[src/pkg/calarm_pkg.sv]
package calarm_pkg;
    // Byte addresses of the AXI4-Lite register map
    localparam logic [7:0] ADDR_MIN_ALARM = 8'h28; // index 0x0a
    localparam logic [7:0] ADDR_HOUR_ALARM = 8'h2c; // index 0x0b
    localparam logic [7:0] ADDR_DAY_ALARM = 8'h30; // index 0x0c
    localparam logic [7:0] ADDR_WDAY_ALARM = 8'h34; // index 0x0d
    localparam logic [7:0] ADDR_FLAG_CTRL = 8'h40;
    localparam logic [7:0] ADDR_CONFIG = 8'h44;
    localparam logic [7:0] ADDR_TIME = 8'h48;
    localparam logic [7:0] ADDR_IRQ_STATUS = 8'h4c;
    localparam logic [7:0] ADDR_IRQ_MASK = 8'h50;
    // Printed register indices
    localparam logic [7:0] IDX_MIN_ALARM = 8'h0a;
    localparam logic [7:0] IDX_HOUR_ALARM = 8'h0b;
    localparam logic [7:0] IDX_DAY_ALARM = 8'h0c;
    localparam logic [7:0] IDX_WDAY_ALARM = 8'h0d;
    // Field positions
    localparam int DISABLE_BIT = 7;
    localparam int AFTERNOON_BIT = 5;
    localparam int ALARM_FLAG_BIT = 3;
    localparam int CFG_IRQ_EN_BIT = 0;
    localparam int CFG_12H_BIT = 1;
    // Reset values
    localparam logic [7:0] ALARM_RESET = 8'h80;
    localparam logic [7:0] FLAG_RESET = 8'h00;
    localparam logic [1:0] CONFIG_RESET = 2'h0;
    localparam logic [4:0] IRQ_MASK_RESET = 5'h00;
    // Field masks of the alarm registers
    localparam logic [7:0] MIN_MASK = 8'h7f;
    localparam logic [7:0] HOUR24_MASK = 8'h3f;
    localparam logic [7:0] HOUR12_MASK = 8'h1f;
    localparam logic [7:0] DAY_MASK = 8'h3f;
    localparam logic [7:0] WDAY_MASK = 8'h07;
    localparam logic [1:0] RESP_OKAY = 2'h0;
    localparam logic [1:0] RESP_SLVERR = 2'h2;
endpackage

[src/rtl/calarm_top.sv]
// The implementer's own choice: the AXI4-Lite interface to the registers.
`timescale 1ns/1ps
// Contract
// - Minute alarm: disable bit7, BCD minute
// - Hour alarm: disable bit7, 12/24 hour fields
// - Hour format chosen by config bit
// - Day alarm: disable bit7, BCD day
// - Weekday alarm: disable bit7, weekday 0-6
// - Enabled valid fields compared with time
// - Disabled fields ignored in comparison
// - Flag set when all enabled first match
// - Flag sticky; re-set only on new increment
// - Interrupt output follows flag when enabled
// - Clear releases interrupt; level only
// - Flag writes AND with written data
// - Alarm flag at bit 3, others 7..4
module calarm_top (
    input wire logic aclk,
    input wire logic aresetn,
    input wire logic [31:0] s_axi_awaddr,
    input wire logic s_axi_awvalid,
    output logic s_axi_awready,
    input wire logic [31:0] s_axi_wdata,
    input wire logic [3:0] s_axi_wstrb,
    input wire logic s_axi_wvalid,
    output logic s_axi_wready,
    output logic [1:0] s_axi_bresp,
    output logic s_axi_bvalid,
    input wire logic s_axi_bready,
    input wire logic [31:0] s_axi_araddr,
    input wire logic s_axi_arvalid,
    output logic s_axi_arready,
    output logic [31:0] s_axi_rdata,
    output logic [1:0] s_axi_rresp,
    output logic s_axi_rvalid,
    input wire logic s_axi_rready,
    input wire logic time_tick,
    input wire logic [7:0] cur_minute,
    input wire logic [7:0] cur_hour,
    input wire logic [7:0] cur_day,
    input wire logic [2:0] cur_weekday,
    input wire logic [3:0] timer_flag_set,
    output logic irq_out_n,
    output logic irq_out_oe,
    output logic irq
);
    typedef enum logic [2:0] {
        CALARM_W_IDLE = 3'h1,
        CALARM_W_DO = 3'h2,
        CALARM_W_RESP = 3'h4
    } calarm_wstate_t;

    calarm_wstate_t wst_r;
    logic [7:0] awaddr_r;
    logic [31:0] wdata_r;
    logic [3:0] wstrb_r;
    logic aw_have_r;
    logic w_have_r;
    logic [7:0] alarm_min_r;
    logic [7:0] alarm_hour_r;
    logic [7:0] alarm_day_r;
    logic [7:0] alarm_wday_r;
    logic [7:0] flag_ctrl_r;
    logic [1:0] config_r;
    logic [4:0] irq_status_r;
    logic [4:0] irq_mask_r;
    logic tick_s1_r;
    logic tick_s2_r;
    logic tick_s3_r;
    logic [7:0] min_s1_r;
    logic [7:0] min_s2_r;
    logic [7:0] hour_s1_r;
    logic [7:0] hour_s2_r;
    logic [7:0] day_s1_r;
    logic [7:0] day_s2_r;
    logic [2:0] wday_s1_r;
    logic [2:0] wday_s2_r;
    logic [3:0] tflag_s1_r;
    logic [3:0] tflag_s2_r;
    logic match_prev_r;
    logic match_now;
    logic advance;
    logic alarm_event;
    logic wr_do;
    logic wr_flag;
    logic wr_status;
    logic [7:0] wbyte;

    function automatic logic field_hit(input logic [7:0] alarm,
                                       input logic [7:0] cur,
                                       input logic [7:0] mask);
        // Disabled field passes, so it neither blocks nor matches alone
        // field compare
        field_hit = alarm[calarm_pkg::DISABLE_BIT] ||
                    ((alarm & mask) == (cur & mask));
    endfunction

    function automatic logic any_enabled(input logic [7:0] a,
                                         input logic [7:0] b,
                                         input logic [7:0] c,
                                         input logic [7:0] d);
        any_enabled = !(a[7] && b[7] && c[7] && d[7]);
    endfunction

    // Time inputs come from the counter domain; resync before use
    always_ff @(posedge aclk) begin
        if (!aresetn) begin
            tick_s1_r <= 1'b0;
            tick_s2_r <= 1'b0;
            tick_s3_r <= 1'b0;
            min_s1_r <= 8'h00;
            min_s2_r <= 8'h00;
            hour_s1_r <= 8'h00;
            hour_s2_r <= 8'h00;
            day_s1_r <= 8'h00;
            day_s2_r <= 8'h00;
            wday_s1_r <= 3'h0;
            wday_s2_r <= 3'h0;
            tflag_s1_r <= 4'h0;
            tflag_s2_r <= 4'h0;
        end else begin
            tick_s1_r <= time_tick;
            tick_s2_r <= tick_s1_r;
            tick_s3_r <= tick_s2_r;
            min_s1_r <= cur_minute;
            min_s2_r <= min_s1_r;
            hour_s1_r <= cur_hour;
            hour_s2_r <= hour_s1_r;
            day_s1_r <= cur_day;
            day_s2_r <= day_s1_r;
            wday_s1_r <= cur_weekday;
            wday_s2_r <= wday_s1_r;
            tflag_s1_r <= timer_flag_set;
            tflag_s2_r <= tflag_s1_r;
        end
    end

    assign advance = tick_s2_r && !tick_s3_r;

    always_comb begin
        logic [7:0] hmask;
        hmask = config_r[calarm_pkg::CFG_12H_BIT] ?
                calarm_pkg::HOUR12_MASK | 8'h20 :
                calarm_pkg::HOUR24_MASK;
        match_now = any_enabled(alarm_min_r, alarm_hour_r, alarm_day_r,
                                alarm_wday_r) &&
            field_hit(alarm_min_r, min_s2_r, calarm_pkg::MIN_MASK) &&
            field_hit(alarm_hour_r, hour_s2_r, hmask) &&
            field_hit(alarm_day_r, day_s2_r, calarm_pkg::DAY_MASK) &&
            field_hit(alarm_wday_r, {5'h00, wday_s2_r},
                      calarm_pkg::WDAY_MASK);
    end

    always_ff @(posedge aclk) begin
        if (!aresetn) begin
            match_prev_r <= 1'b0;
        end else if (advance) begin
            match_prev_r <= match_now;
        end
    end

    assign alarm_event = advance && match_now && !match_prev_r;

    // AXI write channel: accept address and data in either order
    always_ff @(posedge aclk) begin
        if (!aresetn) begin
            wst_r <= CALARM_W_IDLE;
            aw_have_r <= 1'b0;
            w_have_r <= 1'b0;
            awaddr_r <= 8'h00;
            wdata_r <= 32'h0000_0000;
            wstrb_r <= 4'h0;
            s_axi_bvalid <= 1'b0;
            s_axi_bresp <= calarm_pkg::RESP_OKAY;
        end else begin
            unique case (wst_r)
                CALARM_W_IDLE: begin
                    if (s_axi_awvalid && !aw_have_r) begin
                        aw_have_r <= 1'b1;
                        awaddr_r <= s_axi_awaddr[7:0];
                    end
                    if (s_axi_wvalid && !w_have_r) begin
                        w_have_r <= 1'b1;
                        wdata_r <= s_axi_wdata;
                        wstrb_r <= s_axi_wstrb;
                    end
                    if ((aw_have_r || s_axi_awvalid) &&
                        (w_have_r || s_axi_wvalid)) begin
                        wst_r <= CALARM_W_DO;
                    end
                end
                CALARM_W_DO: begin
                    aw_have_r <= 1'b0;
                    w_have_r <= 1'b0;
                    s_axi_bvalid <= 1'b1;
                    s_axi_bresp <= wr_ok(awaddr_r) ? calarm_pkg::RESP_OKAY
                                                   : calarm_pkg::RESP_SLVERR;
                    wst_r <= CALARM_W_RESP;
                end
                CALARM_W_RESP: begin
                    if (s_axi_bready) begin
                        s_axi_bvalid <= 1'b0;
                        wst_r <= CALARM_W_IDLE;
                    end
                end
            endcase
        end
    end

    function automatic logic wr_ok(input logic [7:0] a);
        wr_ok = a == calarm_pkg::ADDR_MIN_ALARM ||
                a == calarm_pkg::ADDR_HOUR_ALARM ||
                a == calarm_pkg::ADDR_DAY_ALARM ||
                a == calarm_pkg::ADDR_WDAY_ALARM ||
                a == calarm_pkg::ADDR_FLAG_CTRL ||
                a == calarm_pkg::ADDR_CONFIG ||
                a == calarm_pkg::ADDR_IRQ_STATUS ||
                a == calarm_pkg::ADDR_IRQ_MASK;
    endfunction

    always_ff @(posedge aclk) begin
        if (!aresetn) begin
            s_axi_awready <= 1'b0;
            s_axi_wready <= 1'b0;
        end else begin
            s_axi_awready <= wst_r == CALARM_W_IDLE && s_axi_awvalid &&
                             !aw_have_r && !s_axi_awready;
            s_axi_wready <= wst_r == CALARM_W_IDLE && s_axi_wvalid &&
                            !w_have_r && !s_axi_wready;
        end
    end

    assign wr_do = wst_r == CALARM_W_DO && wstrb_r[0];
    assign wbyte = wdata_r[7:0];
    assign wr_flag = wr_do && awaddr_r == calarm_pkg::ADDR_FLAG_CTRL;
    assign wr_status = wr_do && awaddr_r == calarm_pkg::ADDR_IRQ_STATUS;

    always_ff @(posedge aclk) begin
        if (!aresetn) begin
            alarm_min_r <= calarm_pkg::ALARM_RESET;
            alarm_hour_r <= calarm_pkg::ALARM_RESET;
            alarm_day_r <= calarm_pkg::ALARM_RESET;
            alarm_wday_r <= calarm_pkg::ALARM_RESET;
            config_r <= calarm_pkg::CONFIG_RESET;
            irq_mask_r <= calarm_pkg::IRQ_MASK_RESET;
        end else if (wr_do) begin
            unique case (awaddr_r)
                calarm_pkg::ADDR_MIN_ALARM: alarm_min_r <= wbyte;
                calarm_pkg::ADDR_HOUR_ALARM: alarm_hour_r <= wbyte & 8'hbf;
                calarm_pkg::ADDR_DAY_ALARM: alarm_day_r <= wbyte & 8'hbf;
                calarm_pkg::ADDR_WDAY_ALARM: alarm_wday_r <= wbyte & 8'h87;
                calarm_pkg::ADDR_CONFIG: config_r <= wbyte[1:0];
                calarm_pkg::ADDR_IRQ_MASK: irq_mask_r <= wbyte[4:0];
                default: ;
            endcase
        end
    end

    // Flags 7..3; set wins over an AND-clear in the same cycle
    always_ff @(posedge aclk) begin
        if (!aresetn) begin
            flag_ctrl_r <= calarm_pkg::FLAG_RESET;
        end else begin
            flag_ctrl_r[7:3] <= (wr_flag ? flag_ctrl_r[7:3] & wbyte[7:3]
                                         : flag_ctrl_r[7:3]) |
                                {tflag_s2_r, alarm_event};
            flag_ctrl_r[2:0] <= 3'h0;
        end
    end

    always_ff @(posedge aclk) begin
        if (!aresetn) begin
            irq_status_r <= 5'h00;
        end else begin
            irq_status_r <= (wr_status ? irq_status_r & ~wbyte[4:0]
                                       : irq_status_r) |
                            {tflag_s2_r, alarm_event};
        end
    end

    // level interrupt pin follows the flag
    always_ff @(posedge aclk) begin
        if (!aresetn) begin
            irq_out_n <= 1'b1;
            irq_out_oe <= 1'b0;
            irq <= 1'b0;
        end else begin
            irq_out_n <= 1'b0;
            irq_out_oe <= config_r[calarm_pkg::CFG_IRQ_EN_BIT] &&
                          flag_ctrl_r[calarm_pkg::ALARM_FLAG_BIT] &&
                          !(wr_flag && !wbyte[calarm_pkg::ALARM_FLAG_BIT]
                            && !alarm_event);
            irq <= |(irq_status_r & irq_mask_r);
        end
    end

    // Read channel, one cycle latency
    always_ff @(posedge aclk) begin
        if (!aresetn) begin
            s_axi_arready <= 1'b0;
            s_axi_rvalid <= 1'b0;
            s_axi_rdata <= 32'h0000_0000;
            s_axi_rresp <= calarm_pkg::RESP_OKAY;
        end else begin
            s_axi_arready <= 1'b0;
            if (s_axi_rvalid && s_axi_rready) begin
                s_axi_rvalid <= 1'b0;
            end else if (s_axi_arvalid && !s_axi_rvalid &&
                         !s_axi_arready) begin
                s_axi_arready <= 1'b1;
                s_axi_rvalid <= 1'b1;
                s_axi_rresp <= calarm_pkg::RESP_OKAY;
                unique case (s_axi_araddr[7:0])
                    calarm_pkg::ADDR_MIN_ALARM:
                        s_axi_rdata <= {24'h0, alarm_min_r};
                    calarm_pkg::ADDR_HOUR_ALARM:
                        s_axi_rdata <= {24'h0, alarm_hour_r};
                    calarm_pkg::ADDR_DAY_ALARM:
                        s_axi_rdata <= {24'h0, alarm_day_r};
                    calarm_pkg::ADDR_WDAY_ALARM:
                        s_axi_rdata <= {24'h0, alarm_wday_r};
                    calarm_pkg::ADDR_FLAG_CTRL:
                        s_axi_rdata <= {24'h0, flag_ctrl_r};
                    calarm_pkg::ADDR_CONFIG:
                        s_axi_rdata <= {30'h0, config_r};
                    calarm_pkg::ADDR_TIME:
                        s_axi_rdata <= {5'h00, wday_s2_r, day_s2_r,
                                        hour_s2_r, min_s2_r};
                    calarm_pkg::ADDR_IRQ_STATUS:
                        s_axi_rdata <= {27'h0, irq_status_r};
                    calarm_pkg::ADDR_IRQ_MASK:
                        s_axi_rdata <= {27'h0, irq_mask_r};
                    default: begin
                        s_axi_rdata <= 32'h0000_0000;
                        s_axi_rresp <= calarm_pkg::RESP_SLVERR;
                    end
                endcase
            end
        end
    end
endmodule

[config.mk]
export PLATFORM = sky130hd
export DESIGN_NAME = calarm_top
export DESIGN_NICKNAME = d
export VERILOG_FILES = /design/src/pkg/calarm_pkg.sv /design/src/rtl/calarm_top.sv
export SDC_FILE = /design/constraint.sdc
export NUM_CORES = 1
export LEC_CHECK = 0
export BUFFER_PORTS_ARGS = -buffer_cell sky130_fd_sc_hd__buf_2
export CORE_MARGIN = 10
export CORE_UTILIZATION = 42
export CTS_CLUSTER_DIAMETER = 30
export DETAILED_ROUTE_END_ITERATION = 6
export PLACE_DENSITY = 0.67
export SYNTH_ARGS = -nofsm -noshare
export SYNTH_HDL_FRONTEND = slang
export SYNTH_SLANG_ARGS = --single-unit
export TNS_END_PERCENT = 20
[constraint.sdc]
create_clock -name aclk -period 2.79 [get_ports aclk]
set_input_delay 0.4185 -clock aclk [delete_from_list [all_inputs] [get_ports aclk]]
set_output_delay 0.4185 -clock aclk [all_outputs]
set_load 0.01 [all_outputs]
==> impl_metrics.env <==
export IMPL_syn_area_per_cell_um2=9.42
export IMPL_boundaryPins=183
export IMPL_maxSlewViolCount=0
export IMPL_cts_tree="built"
export IMPL_p_comb_share_pct=6.5
export IMPL_start_kind="flip-flop"
export IMPL_drive_above_1_share_pct=19.7
export IMPL_fin_crit_sh_pct=68.5
export IMPL_via_per_inst=5.06
export IMPL_via_count=4889
export IMPL_setup_tns_ns=0
export IMPL_cts_max_path_buffers=2
export IMPL_routed_wl_mm=15.3
export IMPL_hold_path_class="input port to flip-flop"
export IMPL_die_w_um=143
export IMPL_hpwl_mm=11.0
export IMPL_drc_errors=0
export IMPL_gp_congestion=0.897
export IMPL_synth_cell_type_count=55
export IMPL_grt_pass1_wl_mm=24.1
export IMPL_grt_max_degree=83
export IMPL_synth_area_top_cells="dfxtp_1 (53%), and2_1 (6.4%), mux2i_1 (5.6%)"
export IMPL_ys_flop_type="dfxtp_1"
export IMPL_cts_resized=0
export IMPL_diodes=0
export IMPL_drtIter0Drc=371
export IMPL_final_cell_mix="dfxtp_1 (168), buf_2 (100), nor2_1 (78), nand2_1 (68), and2_1 (65)"
export IMPL_synthToLayoutAreaGrowth_pct=18.4
export IMPL_clock_latency_ns=0.43
export IMPL_yosysTopAreaCellShare_pct=52.5
export IMPL_sequentialPowerShare_pct=49.0
export IMPL_end_kind="flip-flop"
export IMPL_drt_pass1_iter_count=7
export IMPL_outcome="completed"
export IMPL_synth_adder_area_share_pct=0
export IMPL_yosys_area_share_simple_pct=22.6
export IMPL_grt_pass1_vias=4549
export IMPL_critPathRequiredTime_ns=3.10
export IMPL_powerDensity_mw_per_mm2=691
export IMPL_hold_buffers=0
export IMPL_num_nets_final=904
export IMPL_clkSinkCount=168
export IMPL_ir_worst_vdd_v=0.000488
export IMPL_path_max_fanout=4
export IMPL_synthXorXnorAreaFrac_pct=3.01
export IMPL_net_switching_power_uw=1240
export IMPL_critPathKind="flip-flop to flip-flop"
export IMPL_synth_top_family_by_area="simple AND/OR/NAND/NOR gates"
export IMPL_p_int_uw=4000
export IMPL_hold_viol=0
export IMPL_synthCells=680
export IMPL_yosysSeqAreaShare_pct=52.5
export IMPL_rsz0062_at_grt="false"
export IMPL_worst_pin_slew_ns=0.890
export IMPL_grt_antenna_before_repair=0
export IMPL_layout_commonest_cell="dfxtp_1"
export IMPL_start_util_pct=42.4
export IMPL_die_area_mm2=0.0206
export IMPL_grt_busiest_layer="met2"
export IMPL_use_met2_pct=23.3
export IMPL_cts_setup_buffers=0
export IMPL_async_flop_share_pct=0
export IMPL_drv_cap=0
export IMPL_slew_limit_headroom_pct=40.6
export IMPL_use_met1_pct=19.3
export IMPL_power_uw=5240
export IMPL_cts_htree_levels=4
export IMPL_grt_usage_pct=14.9
export IMPL_gr_total_overflow=0
export IMPL_syn_cell_area_mm2=0.00640
export IMPL_synth_edf_count=0
export IMPL_fp_coreArea_mm2=0.0151
export IMPL_synth_compound_area_share_pct=11.7
export IMPL_cp_arrival_ns=2.22
export IMPL_clock_power_share_pct=44.5
export IMPL_p_sw_share_pct=23.7
export IMPL_p_leak_uw=0.00322
export IMPL_synth_seq_cells=168
export IMPL_min_period_ns=1.91
export IMPL_finClkSkew_ns=0.00620
export IMPL_ant_nets=0
export IMPL_path_clk_slew_ns=0.07
export IMPL_setup_viol=0
export IMPL_grt_util_met3_pct=3.63
export IMPL_yosys_area_top_type="dfxtp_1"
export IMPL_fp_row_count=45
export IMPL_cts_buffers=17
export IMPL_io_buffer_count=100
export IMPL_post_drt_wl_per_cell_um=15.9
export IMPL_fmax_ghz=0.523
export IMPL_ys_warn_count=0
export IMPL_fillerInstances=1457
export IMPL_synth_mux_area_share_pct=6.16
export IMPL_die_h_um=143
export IMPL_cts_root_buf="clkbuf_16"
## area by class of cell
cell class                 count  area, um2  area share, %
inverter                       8       30.0          0.396
multi-input combinational    464       2820           37.2
timing repair buffer         106        546           7.20
tap                          188        235           3.10
clock buffer                  20        447           5.89
clock inverter                12        141           1.87
sequential                   168       3360           44.4
## flip-flops by register name, indices dropped and copies added (netlist names), 8 cells and up
| signal | count |
|---|---|
| alarm_min_r | 8 |
| awaddr_r | 8 |
| day_s1_r | 8 |
| day_s2_r | 8 |
| hour_s1_r | 8 |
| hour_s2_r | 8 |
| min_s1_r | 8 |
| min_s2_r | 8 |
| s_axi_rdata | 27 |
| wdata_r | 8 |
## per-stage QoR
step	area, um2	cells	setup slack [ns]	utilization [%]	hold WS (ns)
after floorplan	6420	686	1.18	-	0.412
after global placement	6990	934	0.751	46.3	0.402
after detailed placement	6990	934	0.747	46.3	0.410
after CTS	7580	966	0.895	50.2	0.178
after global routing	7580	966	0.622	50.2	0.192
final	7580	966	0.877	50.2	0.191
## path summary, 6_finish.rpt
path / from / to / slack, ns / cells past startpoint
max: min_s2_r[1] / irq_out_oe / 0.88 / 5
min: cur_day[2] / day_s1_r[2] / 0.19 / 2
max reg2reg: min_s2_r[1] / irq_out_oe / 0.88 / 5
min reg2reg: s_axi_awready / s_axi_awready / 0.42 / 1
## layer usage
metal / up-vias / wire length (um)
met3: 27 / 981
met2: 150 / 7050
met5: - / 0
met4: 0 / 312
met1: 2245 / 6970
li1: 2467 / -
## power groups by stage
| stage | sequential (uW) | clock, uW | combinational [uW] |
|---|---|---|---|
| global placement | 2620 | 0 | 338 |
| detailed placement | 2620 | 0 | 343 |
| global route | 2580 | 2460 | 382 |
| floorplan | 2580 | 0 | 259 |
| CTS | 2570 | 2370 | 344 |
| finish | 2570 | 2330 | 341 |
## cells in the mapped netlist (9+ instances only)
library cell,instances
nor2_1,78
a21oi_1,37
xor2_1,13
xnor2_1,9
a22oi_1,30
nand2_1,68
nand3_1,16
clkbuf_1,29
dfxtp_1,168
o21ai_0,14
nand2b_1,9
mux2i_1,36
and2_1,65
## kinds of logic after synthesis
kind of cell           count (synthesis)
XOR/XNOR                              22
AND/OR/NAND/NOR                      280
AO/OA/AOI/OAI                        116
multiplexers                          39
other                                  1
flip-flops                           168
buffers and inverters                 54
## critical path, stage by stage, from the launching register on
cell and delay [ns]:
dfxtp_1 0.34, xor2_1 0.15, nor4_1 0.32, a41oi_1 0.18, a2111o_1 0.46, o31ai_1 0.35
(Power assumes the default switching activity.)
